**config.mk**
```make
export PLATFORM = sky130hd
export DESIGN_NAME = rpw_wrap_ctrl
export DESIGN_NICKNAME = d
export VERILOG_FILES = /design/src/rpw_pkg.sv /design/src/rpw_port_if.sv /design/src/rpw_port_ctrl.sv /design/src/rpw_wrap_ctrl.sv
export SDC_FILE = /design/constraint.sdc
export NUM_CORES = 1
export LEC_CHECK = 0
export BUFFER_PORTS_ARGS = -buffer_cell sky130_fd_sc_hd__clkbuf_2
export CORE_MARGIN = 1
export CORE_UTILIZATION = 30
export DETAILED_ROUTE_END_ITERATION = 16
export GPL_TIMING_DRIVEN = 0
export MAX_ROUTING_LAYER = met4
export PLACE_DENSITY = 0.48
export SYNTH_ARGS = -nofsm -noshare
export SYNTH_HDL_FRONTEND = slang
export SYNTH_SLANG_ARGS = --single-unit
export TNS_END_PERCENT = 1
```
**constraint.sdc**
```tcl
create_clock -name sys_clk -period 11.7 [get_ports sys_clk]
set_clock_uncertainty 0.1 [all_clocks]
set_input_delay 1.17 -clock sys_clk [delete_from_list [all_inputs] [get_ports sys_clk]]
set_output_delay 1.17 -clock sys_clk [all_outputs]
set_load 0.05 [all_outputs]
```
**src/rpw_pkg.sv**
```systemverilog
// Shared constants and types for the ring port wrap controller
package rpw_pkg;
    // Port count and trunk placement (last two ports form the trunk pair)
    localparam int DEFAULT_PORTS = 18;
    localparam int RING_OUT_FROM_END = 2;
    localparam int RING_IN_FROM_END = 1;
    localparam int TRUNK_RO = 0;
    localparam int TRUNK_RI = 1;
    // Segment codes: 0 isolated, 1..10 backplane rings
    localparam int SEG_W = 4;
    localparam logic [SEG_W-1:0] SEG_ISOLATED = 4'h0;
    localparam logic [SEG_W-1:0] SEG_MAX = 4'hA;
    // Unwrap limit counter
    localparam int LIMIT_W = 8;
    localparam logic [LIMIT_W-1:0] LIMIT_RESET = 8'h00;
    localparam logic [LIMIT_W-1:0] LIMIT_SAT = 8'hFF;
    // Configuration switch field positions (switch n is bit n-1)
    localparam int DIP_W = 8;
    localparam int DIP_SEG_LSB = 0;
    localparam int DIP_SPEED_BIT = 5;
    localparam logic [DIP_W-1:0] DIP_RESET = 8'h00;
    // Timing
    localparam int CLK_MHZ = 200;
    localparam int RECOVER_WAIT_US = 10;
    localparam int RECOVER_WAIT_CYC = RECOVER_WAIT_US * CLK_MHZ;
    localparam int RETEST_US = 1000;
    localparam int RETEST_CYC = RETEST_US * CLK_MHZ;
    localparam logic [1:0] STRAP_CAPTURE_AT = 2'h3;

    // Per-port wrap state
    typedef enum logic [2:0] {
        PS_DISABLED = 3'h0,
        PS_OPEN = 3'h1,
        PS_WRAPPED = 3'h2,
        PS_LIMIT = 3'h3,
        PS_RATE = 3'h4
    } rpw_port_state_t;

    // Module beacon recovery sequence
    typedef enum logic [1:0] {
        RS_IDLE = 2'h0,
        RS_TRUNK_WAIT = 2'h1,
        RS_RETEST = 2'h2,
        RS_REMOVE = 2'h3
    } rpw_rec_state_t;
endpackage : rpw_pkg

```
**src/rpw_port_if.sv**
```systemverilog
// Signals between the module controller and one port controller
interface rpw_port_if;
    import rpw_pkg::*;
    logic enable;
    logic beacon;
    logic wrapReq;
    logic rateFault;
    logic phantom;
    logic phantomEdge;
    logic staticEn;
    logic unwrapAllowed;
    logic [SEG_W-1:0] reqSeg;
    logic unwrapTaken;
    logic isolated;
    logic limitHit;
    logic rateConflict;
    logic [SEG_W-1:0] curSeg;
    modport ctrl (output enable, beacon, wrapReq, rateFault, phantom, phantomEdge, staticEn,
                  unwrapAllowed, reqSeg, input unwrapTaken, isolated, limitHit, rateConflict,
                  curSeg);
    modport port (input enable, beacon, wrapReq, rateFault, phantom, phantomEdge, staticEn,
                  unwrapAllowed, reqSeg, output unwrapTaken, isolated, limitHit, rateConflict,
                  curSeg);
endinterface : rpw_port_if

```
**src/rpw_port_ctrl.sv**
```systemverilog
// Wrap state and segment placement of one port
module rpw_port_ctrl
    import rpw_pkg::*;
(
    // Clock and reset
    input wire logic sys_clk,
    input wire logic sys_rst,
    // Link to the module controller
    rpw_port_if.port pif
);
    typedef struct packed {
        rpw_port_state_t state;
        logic [SEG_W-1:0] curSeg;
    } rpw_port_reg_t;

    rpw_port_reg_t st;
    rpw_port_reg_t next_st;

    // Wrap decisions and segment moves
    always_comb begin
        next_st = st;
        pif.unwrapTaken = 1'b0;
        if (!pif.enable) begin
            next_st.state = PS_DISABLED; // Disable then enable clears every wrap
        end else begin
            unique case (st.state)
                PS_DISABLED: next_st.state = PS_OPEN;
                PS_OPEN: begin
                    if (pif.rateFault) begin
                        next_st.state = PS_RATE;
                    end else if (pif.beacon || pif.wrapReq) begin
                        next_st.state = PS_WRAPPED;
                    end
                end
                PS_WRAPPED: begin
                    if (pif.phantomEdge && pif.unwrapAllowed) begin
                        next_st.state = PS_OPEN;
                        pif.unwrapTaken = 1'b1;
                    end else if (pif.phantomEdge) begin
                        next_st.state = PS_LIMIT;
                    end
                end
                PS_LIMIT: next_st.state = PS_LIMIT; // Phantom ignored
                PS_RATE: begin
                    if (pif.phantomEdge) begin
                        next_st.state = PS_OPEN;
                    end
                end
                default: next_st.state = PS_DISABLED;
            endcase
        end
        // Static switch holds the move while the station still drives phantom
        if (pif.reqSeg != st.curSeg && !(pif.staticEn && pif.phantom)) begin
            next_st.curSeg = pif.reqSeg;
        end
    end

    // State register
    always_ff @(posedge sys_clk or posedge sys_rst) begin
        if (sys_rst) begin
            st <= '{state: PS_DISABLED, curSeg: SEG_ISOLATED};
        end else begin
            st <= next_st;
        end
    end

    // Status decodes of the state flops
    assign pif.isolated = (st.state != PS_OPEN);
    assign pif.limitHit = (st.state == PS_LIMIT);
    assign pif.rateConflict = (st.state == PS_RATE);
    assign pif.curSeg = st.curSeg;

    a_beacon_wrap: assert property (@(posedge sys_clk) disable iff (sys_rst)
        pif.enable && st.state == PS_OPEN && !pif.rateFault && pif.beacon |=> pif.isolated)
        else $error("beacon did not wrap port");
    a_limit_stays: assert property (@(posedge sys_clk) disable iff (sys_rst)
        pif.limitHit && pif.enable |=> pif.limitHit && pif.isolated)
        else $error("port left limit state while enabled");
    a_phantom_unwrap: assert property (@(posedge sys_clk) disable iff (sys_rst)
        pif.enable && st.state == PS_WRAPPED && pif.phantomEdge && pif.unwrapAllowed
        |=> !pif.isolated)
        else $error("phantom transition did not unwrap");
    a_static_hold: assert property (@(posedge sys_clk) disable iff (sys_rst)
        pif.staticEn && pif.phantom && pif.reqSeg != pif.curSeg |=> $stable(pif.curSeg))
        else $error("port moved while phantom present");
    a_move_now: assert property (@(posedge sys_clk) disable iff (sys_rst)
        !pif.staticEn && pif.reqSeg != pif.curSeg |=> pif.curSeg == $past(pif.reqSeg))
        else $error("port move was delayed");
endmodule : rpw_port_ctrl

```
**src/rpw_wrap_ctrl.sv**
```systemverilog
// Module level wrap recovery, trunk pairing and switch configuration
// Contract
// - A port showing a beacon condition is wrapped off its segment.
// - A wrapped port unwraps on a phantom transition or disable then enable.
// - A module unwrap limit from 0 to 255 bounds phantom driven unwraps.
// - Past the limit the port stays wrapped until re-enabled, reporting limit status.
// - The unwrap count clears on any successful insertion and on reset.
// - Static switch on: segment move waits until the station drops phantom.
// - Static switch off: segment move happens at once.
// - As trunks, port 17 is ring-out and port 18 is ring-in, fixed.
// - Assigning one trunk to a segment assigns the other to it too.
// - A strap picks trunk pair or lobe use for the last two ports.
// - Signal mode: trunk opens on signal, needs jitter cleaner, no phantom.
// - Signal mode beacon: wrap trunks, retest on recovery, else remove ports.
// - Phantom mode: drive ring-in phantom, insert only with ring-out phantom.
// - Phantom mode: phantom drive fault wraps trunks at once, else beacon recovery.
// - Module switching variant puts all ports on one segment or isolates all.
// - Ports join one of ten backplane rings or the isolated segment.
// - Switch 6 off enables speed detection, on disables it.
// - Switches apply without a hub manager or with the override set.
// - Switches 1 to 4 give one segment code for all ports.
// - With speed detection on, a wrong speed insertion wraps and reports conflict.
module rpw_wrap_ctrl
    import rpw_pkg::*;
#(
    parameter int NUM_PORTS = DEFAULT_PORTS,
    parameter bit MODULE_SWITCH = 1'b0,
    parameter int RECOVER_WAIT_CYCLES = RECOVER_WAIT_CYC,
    parameter int RETEST_CYCLES = RETEST_CYC
) (
    // Clock and reset
    input wire logic sys_clk,
    input wire logic sys_rst,
    // Pins from outside the clock domain
    input wire logic [NUM_PORTS-1:0] phantomPin,
    input wire logic [DIP_W-1:0] dipSwitchPin,
    input wire logic trunkStrapPin,
    input wire logic ringOutPhantomPin,
    input wire logic phantomDriveFaultPin,
    input wire logic [1:0] trunkSignalPin,
    // Station and ring events on this clock
    input wire logic [NUM_PORTS-1:0] beaconFault,
    input wire logic [NUM_PORTS-1:0] insertOk,
    input wire logic [NUM_PORTS-1:0] speedMismatch,
    input wire logic beaconBlamed,
    input wire logic ringRecovered,
    // Administrative configuration
    input wire logic [NUM_PORTS-1:0] portEnable,
    input wire logic [NUM_PORTS-1:0] staticSwitchEn,
    input wire logic [NUM_PORTS-1:0][SEG_W-1:0] portSegReq,
    input wire logic [SEG_W-1:0] moduleSegReq,
    input wire logic [SEG_W-1:0] trunkSegReq,
    input wire logic [1:0] trunkEnable,
    input wire logic trunkSignalMode,
    input wire logic jitterCleanerPresent,
    input wire logic [LIMIT_W-1:0] unwrapLimit,
    input wire logic speedDetectEnable,
    input wire logic hubManagerPresent,
    input wire logic switchConfigOverride,
    // Status
    output logic [NUM_PORTS-1:0] portIsolated,
    output logic [NUM_PORTS-1:0] unwrapLimitHitStatus,
    output logic [NUM_PORTS-1:0] rateConflictStatus,
    output logic [NUM_PORTS-1:0][SEG_W-1:0] portSegment,
    output logic trunkPairActive,
    output logic ringInPhantomDrive,
    output logic trunkRetestPending,
    output logic speedDetectActive
);
    localparam int RO_IDX = NUM_PORTS - RING_OUT_FROM_END;
    localparam int RI_IDX = NUM_PORTS - RING_IN_FROM_END;
    localparam int LONGEST = (RETEST_CYCLES > RECOVER_WAIT_CYCLES) ? RETEST_CYCLES
                                                                   : RECOVER_WAIT_CYCLES;
    localparam int TIMER_W = $clog2(LONGEST + 1);
    localparam int IDX_W = $clog2(NUM_PORTS + 1);
    localparam int CNT_W = $clog2(NUM_PORTS + 1);
    // Synchroniser bit positions
    localparam int P_DIP = NUM_PORTS;
    localparam int P_STRAP = P_DIP + DIP_W;
    localparam int P_ROPH = P_STRAP + 1;
    localparam int P_FAULT = P_ROPH + 1;
    localparam int P_SIG = P_FAULT + 1;
    localparam int PIN_W = P_SIG + 2;

    // Elaboration check on sizes the logic cannot serve
    if (NUM_PORTS < 3 || RECOVER_WAIT_CYCLES < 1 || RETEST_CYCLES < 1) begin : g_bad_size
        $error("rpw_wrap_ctrl: port count or timer lengths out of range");
    end

    typedef struct packed {
        logic [PIN_W-1:0] syncA;
        logic [PIN_W-1:0] syncB;
        logic [NUM_PORTS-1:0] phantomPrev;
        logic [1:0] capCnt;
        logic strapTrunk;
        logic [LIMIT_W-1:0] unwrapCount;
        logic [1:0] trunkIso;
        logic ringInDrive;
        rpw_rec_state_t recState;
        logic [TIMER_W-1:0] timer;
        logic [IDX_W-1:0] removeIdx;
        logic trunkHold;
        logic retestPending;
        logic [NUM_PORTS-1:0] wrapPulse;
    } rpw_wrap_reg_t;

    rpw_wrap_reg_t st;
    rpw_wrap_reg_t next_st;

    rpw_port_if pif[NUM_PORTS] ();

    logic [NUM_PORTS-1:0] phantomSync;
    logic [DIP_W-1:0] dipSync;
    logic useDip;
    logic signalMode;
    logic [SEG_W-1:0] sharedSeg;
    logic [NUM_PORTS-1:0] unwrapTakenVec;
    logic [NUM_PORTS-1:0] fsmIsolated;
    logic [NUM_PORTS-1:0] fsmLimit;
    logic [NUM_PORTS-1:0] fsmRate;
    logic insertAny;
    logic [IDX_W-1:0] lobeCount;

    // Second synchroniser stage is the only reader of the first
    assign phantomSync = st.syncB[NUM_PORTS-1:0];
    assign dipSync = st.syncB[P_STRAP-1:P_DIP];
    assign useDip = !hubManagerPresent || switchConfigOverride;
    assign signalMode = trunkSignalMode;
    assign trunkPairActive = st.strapTrunk;
    assign insertAny = |insertOk;
    assign lobeCount = st.strapTrunk ? IDX_W'(NUM_PORTS - 2) : IDX_W'(NUM_PORTS);
    assign speedDetectActive = useDip ? !dipSync[DIP_SPEED_BIT] : speedDetectEnable;

    // One segment for every port under switches or the module switching variant
    always_comb begin
        sharedSeg = useDip ? dipSync[DIP_SEG_LSB +: SEG_W] : moduleSegReq;
        if (sharedSeg > SEG_MAX) begin
            sharedSeg = SEG_ISOLATED; // Unknown codes fall back to isolation
        end
    end

    // Per-port connection to the port controllers
    for (genvar i = 0; i < NUM_PORTS; i++) begin : g_port
        localparam bit IS_TRUNK = (i == RO_IDX) || (i == RI_IDX);
        logic pairTrunk;
        logic [SEG_W-1:0] ownSeg;
        assign pairTrunk = IS_TRUNK && st.strapTrunk;
        // Trunk pair shares one segment request
        assign ownSeg = pairTrunk ? trunkSegReq : portSegReq[i];
        assign pif[i].enable = portEnable[i] && !pairTrunk;
        assign pif[i].beacon = beaconFault[i];
        assign pif[i].wrapReq = st.wrapPulse[i];
        assign pif[i].rateFault = speedDetectActive && speedMismatch[i];
        assign pif[i].phantom = phantomSync[i];
        assign pif[i].phantomEdge = phantomSync[i] ^ st.phantomPrev[i];
        assign pif[i].staticEn = staticSwitchEn[i] && !pairTrunk;
        assign pif[i].unwrapAllowed = st.unwrapCount < unwrapLimit;
        assign pif[i].reqSeg = (useDip || MODULE_SWITCH) ? sharedSeg
                             : ((ownSeg > SEG_MAX) ? SEG_ISOLATED : ownSeg);
        assign unwrapTakenVec[i] = pif[i].unwrapTaken;
        assign fsmIsolated[i] = pif[i].isolated;
        assign fsmLimit[i] = pif[i].limitHit;
        assign fsmRate[i] = pif[i].rateConflict;
        assign portSegment[i] = pif[i].curSeg;
        rpw_port_ctrl u_port (
            .sys_clk(sys_clk),
            .sys_rst(sys_rst),
            .pif(pif[i].port)
        );
    end

    // Trunk ports take their isolation from the trunk gate when paired
    always_comb begin
        portIsolated = fsmIsolated;
        unwrapLimitHitStatus = fsmLimit;
        rateConflictStatus = fsmRate;
        if (st.strapTrunk) begin
            portIsolated[RO_IDX] = st.trunkIso[TRUNK_RO];
            portIsolated[RI_IDX] = st.trunkIso[TRUNK_RI];
        end
    end
    assign ringInPhantomDrive = st.ringInDrive;
    assign trunkRetestPending = st.retestPending;

    // Next state of the module controller
    always_comb begin
        logic [CNT_W-1:0] taken;
        logic [LIMIT_W:0] sum;
        logic gateOk;
        taken = '0;
        sum = '0;
        gateOk = 1'b0;
        next_st = st;
        next_st.syncA = {trunkSignalPin, phantomDriveFaultPin, ringOutPhantomPin,
                         trunkStrapPin, dipSwitchPin, phantomPin};
        next_st.syncB = st.syncA;
        next_st.phantomPrev = phantomSync;
        next_st.wrapPulse = '0;
        // Strap is caught once after reset release, when the synchroniser is full
        if (st.capCnt != STRAP_CAPTURE_AT) begin
            next_st.capCnt = st.capCnt + 2'h1;
            if (st.capCnt + 2'h1 == STRAP_CAPTURE_AT) begin
                next_st.strapTrunk = st.syncB[P_STRAP];
            end
        end
        // Saturating unwrap count; an insertion clears it
        for (int k = 0; k < NUM_PORTS; k++) begin
            taken = taken + CNT_W'(unwrapTakenVec[k]);
        end
        sum = {1'b0, st.unwrapCount} + (LIMIT_W + 1)'(taken);
        if (insertAny) begin
            next_st.unwrapCount = LIMIT_RESET;
        end else if (sum > {1'b0, LIMIT_SAT}) begin
            next_st.unwrapCount = LIMIT_SAT;
        end else begin
            next_st.unwrapCount = sum[LIMIT_W-1:0];
        end
        // Trunk gates per compatibility mode
        for (int t = 0; t < 2; t++) begin
            if (signalMode) begin
                gateOk = jitterCleanerPresent && st.syncB[P_SIG + t];
            end else begin
                gateOk = st.syncB[P_ROPH] && !st.syncB[P_FAULT];
            end
            next_st.trunkIso[t] = !(st.strapTrunk && trunkEnable[t] && gateOk && !st.trunkHold);
        end
        next_st.ringInDrive = st.strapTrunk && !signalMode && trunkEnable[TRUNK_RI];
        // Beacon recovery sequence; in phantom mode it only sees faults phantom missed
        unique case (st.recState)
            RS_IDLE: begin
                next_st.retestPending = 1'b0;
                if (beaconBlamed && st.strapTrunk) begin
                    next_st.recState = RS_TRUNK_WAIT;
                    next_st.trunkHold = 1'b1;
                    next_st.timer = TIMER_W'(RECOVER_WAIT_CYCLES);
                end else if (beaconBlamed) begin
                    next_st.recState = RS_REMOVE;
                    next_st.removeIdx = '0;
                    next_st.timer = '0;
                end
            end
            RS_TRUNK_WAIT: begin
                if (st.timer != '0) begin
                    next_st.timer = st.timer - TIMER_W'(1);
                end else if (ringRecovered) begin
                    next_st.recState = RS_RETEST;
                    next_st.retestPending = 1'b1;
                    next_st.timer = TIMER_W'(RETEST_CYCLES);
                end else begin
                    next_st.recState = RS_REMOVE;
                    next_st.removeIdx = '0;
                end
            end
            RS_RETEST: begin
                // Trunks stay held until the retest time, then are tried again
                if (st.timer != '0) begin
                    next_st.timer = st.timer - TIMER_W'(1);
                end else begin
                    next_st.recState = RS_IDLE;
                    next_st.trunkHold = 1'b0;
                    next_st.retestPending = 1'b0;
                end
            end
            RS_REMOVE: begin
                // Lobe ports go one by one, a wait apart, until the ring heals
                if (ringRecovered || st.removeIdx >= lobeCount) begin
                    next_st.recState = RS_IDLE;
                    next_st.trunkHold = 1'b0;
                end else if (st.timer != '0) begin
                    next_st.timer = st.timer - TIMER_W'(1);
                end else begin
                    next_st.wrapPulse[st.removeIdx] = 1'b1;
                    next_st.removeIdx = st.removeIdx + IDX_W'(1);
                    next_st.timer = TIMER_W'(RECOVER_WAIT_CYCLES);
                end
            end
        endcase
    end

    // State register
    always_ff @(posedge sys_clk or posedge sys_rst) begin
        if (sys_rst) begin
            st <= '{syncA: '0, syncB: '0, phantomPrev: '0, capCnt: 2'h0, strapTrunk: 1'b0,
                    unwrapCount: LIMIT_RESET, trunkIso: 2'h3, ringInDrive: 1'b0,
                    recState: RS_IDLE, timer: '0, removeIdx: '0, trunkHold: 1'b0,
                    retestPending: 1'b0, wrapPulse: '0};
        end else begin
            st <= next_st;
        end
    end

    a_count_clear: assert property (@(posedge sys_clk) disable iff (sys_rst)
        insertAny |=> st.unwrapCount == LIMIT_RESET)
        else $error("unwrap count not cleared by insertion");
    a_count_sat: assert property (@(posedge sys_clk) disable iff (sys_rst)
        st.unwrapCount == LIMIT_SAT && !insertAny |=> st.unwrapCount == LIMIT_SAT)
        else $error("unwrap count rolled over");
    a_pair_segment: assert property (@(posedge sys_clk) disable iff (sys_rst)
        st.strapTrunk [*2] |-> portSegment[RO_IDX] == portSegment[RI_IDX])
        else $error("trunk pair on different segments");
    a_needs_cleaner: assert property (@(posedge sys_clk) disable iff (sys_rst)
        signalMode && !jitterCleanerPresent |=> st.trunkIso == 2'h3)
        else $error("trunk opened without jitter cleaner");
    a_fault_wraps: assert property (@(posedge sys_clk) disable iff (sys_rst)
        !signalMode && st.syncB[P_FAULT] |=> st.trunkIso == 2'h3)
        else $error("phantom drive fault did not wrap trunks");
    a_ri_drive: assert property (@(posedge sys_clk) disable iff (sys_rst)
        ringInPhantomDrive |-> $past(st.strapTrunk && !signalMode && trunkEnable[TRUNK_RI]))
        else $error("ring-in phantom driven outside phantom mode");
    a_trunk_first: assert property (@(posedge sys_clk) disable iff (sys_rst)
        st.recState == RS_IDLE && beaconBlamed && st.strapTrunk
        |=> st.trunkHold && st.recState == RS_TRUNK_WAIT ##1 st.trunkIso == 2'h3)
        else $error("trunks not wrapped first on beacon");

    c_retest: cover property (@(posedge sys_clk) disable iff (sys_rst)
        st.recState == RS_TRUNK_WAIT ##1 st.recState == RS_RETEST);
    c_remove: cover property (@(posedge sys_clk) disable iff (sys_rst) |st.wrapPulse);
    c_limit: cover property (@(posedge sys_clk) disable iff (sys_rst) |unwrapLimitHitStatus);
endmodule : rpw_wrap_ctrl

```
==> flow_summary.json <==
{
  "syn_inst": 1533,
  "die_h_um": 219,
  "synth.area.top_cells": "dfrtp_1, buf_4, nor2_1, o21ai_0, a31oi_1",
  "fmax_mhz": 117,
  "status": "finished clean",
  "internal_power_mw": 1.91,
  "fin_crit_sh_pct": 72.9,
  "hold_viol": 0,
  "synth.net_count": 1794,
  "final_cell_mix": "clkbuf_2, dfrtp_1, nor2_1",
  "async_flop_share_pct": 100,
  "r2r_cells": 21,
  "dp.cells": 2484,
  "route.detailed.drc": 0,
  "dieArea_mm2": 0.0480,
  "post_cts_resized": 0,
  "gp_congestion": 0.876,
  "dp_hpwl_mm": 34.6,
  "arrival_ps": 8820,
  "vdd_drop_max_uv": 69.7,
  "swShare_pct": 35.2,
  "h-tree-depth": 2,
  "cts_setup_buffers": 0,
  "numCtsBuffers": 35,
  "slew_headroom_pct": 24.8,
  "p_leak_nw": 8.59,
  "yosysTopAreaCell": "dfrtp_1",
  "worstMarginPinSlew_ps": 1120,
  "cts_sinks": 259,
  "fillers": 4767,
  "wl_per_cell_um": 18.1,
  "crit_path_start_kind": "input port",
  "dr_total_vias": 12500,
  "ys_types": 72,
  "power_mw": 2.95,
  "yosysSeqAreaShare_pct": 45.9,
  "path_max_fanout": 10,
  "grt_pass1_wl_mm": 69.3,
  "synth.ff_latch_count": 259,
  "layout_min_cycle_time_ps": 8530,
  "nets": 2175,
  "required_ps": 11990,
  "row_count": 79,
  "die_w_um": 219,
  "routed_wl_mm": 46.0,
  "grt_max_degree": 122,
  "initial_core_util_pct": 30.4,
  "coreArea_mm2": 0.0465,
  "setup-tns-final_ps": 0,
  "vias_per_cell": 4.92,
  "drtIter0Drc": 886,
  "clock_path_buffers": 3,
  "clkLatencyLatePin_ps": 530,
  "multi_input_area_mm2": 0.00623,
  "p_seq_share_pct": 36.3,
  "numPortBuffers": 341,
  "end_kind": "flop",
  "gr-total-overflow": 0,
  "antenna_found_initial": 3,
  "pin_count": 350,
  "final_max_slew_viol_count": 0,
  "synth_flop_cell": "dfrtp_1",
  "synthToLayoutAreaGrowth_pct": 26.1,
  "instances_no_fill": 2548,
  "tritoncts": "done",
  "syn_area_per_cell_um2": 9.21,
  "ant_nets": 0,
  "cts_root_buf": "clkbuf_16",
  "hold_path.class": "flop to flop",
  "final_common_cell": "clkbuf_2",
  "power.density_mw_per_mm2": 166,
  "clkSlewWorstSetupHoldPaths_ps": 60,
  "setup_viol": 0,
  "clkPwrFrac_pct": 35.9,
  "grtUsageTotal_pct": 19.5,
  "regArea_mm2": 0.00648,
  "drive_above_1_share_pct": 28.5,
  "comb_power_share_pct": 27.9,
  "cap_violations": 0,
  "synth_area_mm2": 0.0141,
  "ys.warnings.count": 0,
  "grt_pass1_vias": 12300,
  "synth_top_area_share_pct": 45.5,
  "rsz0062_at_grt": "no",
  "hold_buffers": 0,
  "power_switching_mw": 1.04,
  "critical_path_class": "input port to flop",
  "drtPass1Iterations": 5,
  "hold_depth": 0,
  "synth_edf_count": 0
}
metrics by stage:
step	instance area (um2)	worst slack, ps	hold WS, ps	util, %
after floorplan	14100	3310	231	-
after global placement	16600	-490	233	35.7
after detailed placement	16700	2610	235	35.9
after CTS	17800	3180	246	38.3
after global routing	17800	2910	249	38.3
final	17800	3170	245	38.3
power groups by stage:
stage / combinational (mW) / clock (mW) / sequential (mW)
CTS: 0.825 / 1.09 / 1.07
floorplan: 0.600 / 0 / 1.07
global placement: 0.815 / 0 / 1.08
global route: 0.906 / 1.13 / 1.09
finish: 0.822 / 1.06 / 1.07
detailed placement: 0.823 / 0 / 1.09
critical path, cell delays in order:
cell and delay, ps:
clkbuf_2 80, inv_1 40, ha_1 310, a21oi_1 160
nor2_1 60, a211oi_1 350, o31a_1 620, clkbuf_1 710
nand4_1 460, fa_1 700, fa_1 450, fa_1 510
fa_1 550, inv_1 70, fa_1 510, fa_1 470
fa_1 420, a21o_1 200, a21oi_1 230, nor2b_1 100
o31a_1 280, nand3_1 210, a21oi_1 120
Yosys cell counts, types with 5 or more instances:
cell / n
and2_1: 17
nor3b_1: 33
nand3_1: 68
nand4_1: 7
nor4_1: 19
o21a_1: 5
a211oi_1: 16
xor2_1: 10
a21oi_1: 84
clkbuf_1: 41
or2_2: 5
fa_1: 13
nand2_1: 99
nor2b_1: 19
buf_4: 126
o41ai_1: 9
xnor2_1: 19
ha_1: 28
dfrtp_1: 257
a2111o_1: 16
a31o_2: 6
nand2b_1: 19
nand3b_1: 7
and3_1: 23
o21ai_0: 107
nor3_1: 44
or4_1: 5
a31oi_1: 81
or3b_2: 6
or3_1: 12
mux2i_1: 6
a2111oi_0: 7
nor2_1: 161
inv_1: 81
layer usage:
metal,GRT usage [%],vias up,part of all wire [%]
met2,29.7,341,45
li1,-,6125,-
met4,7.38,0,3.2
met3,3.81,91,5.4
met1,25.7,5978,46
met5,-,-,0
path summary, 6_finish.rpt:
kind                          endpoint  slack (ps)            from
max in group asynchronous  next_st[78]        9510         sys_rst
max reg2reg                     st[53]        3540          st[53]
min in group asynchronous  next_st[59]         740         sys_rst
min                            st[106]         250    next_st[106]
min reg2reg                    st[106]         250    next_st[106]
max                             st[53]        3170  unwrapLimit[5]
cells by family (layout without fill, tap and decap cells):
| family | after synthesis | in the layout | share of synthesized area [%] |
|---|---|---|---|
| AO/OA/AOI/OAI | 389 | 389 | 17.6 |
| XOR/XNOR | 29 | 29 | 1.80 |
| adder cells (fa/ha/maj) | 42 | 42 | 4.39 |
| buffers and inverters | 252 | 657 | 10.1 |
| flip-flops | 259 | 259 | 45.9 |
| multiplexers | 6 | 6 | 0.425 |
| other | 0 | 3 | 0 |
| AND/OR/NAND/NOR | 556 | 556 | 19.8 |
registers in the layout (all words and copies together) (netlist names):
| signal | cells |
|---|---|
| dipSync | 5 |
| g_port.u_port.pif.curSeg | 72 |
| g_port.u_port.st | 54 |
| next_st | 46 |
| pif.wrapReq | 18 |
| ringInPhantomDrive | 1 |
| st | 61 |
| trunkPairActive | 1 |
| trunkRetestPending | 1 |
final cells by class:
type / count / area share [%]
Antenna cell: 3 / 0.0422
Tap cell: 607 / 4.26
Clock inverter: 9 / 0.450
Inverter: 82 / 1.77
Clock buffer: 52 / 5.89
Timing Repair Buffer: 344 / 9.93
Buffer: 170 / 6.28
Multi-Input combinational cell: 1022 / 35.0
Sequential cell: 259 / 36.4
No activity file was read; power rests on OpenSTA's default activity.
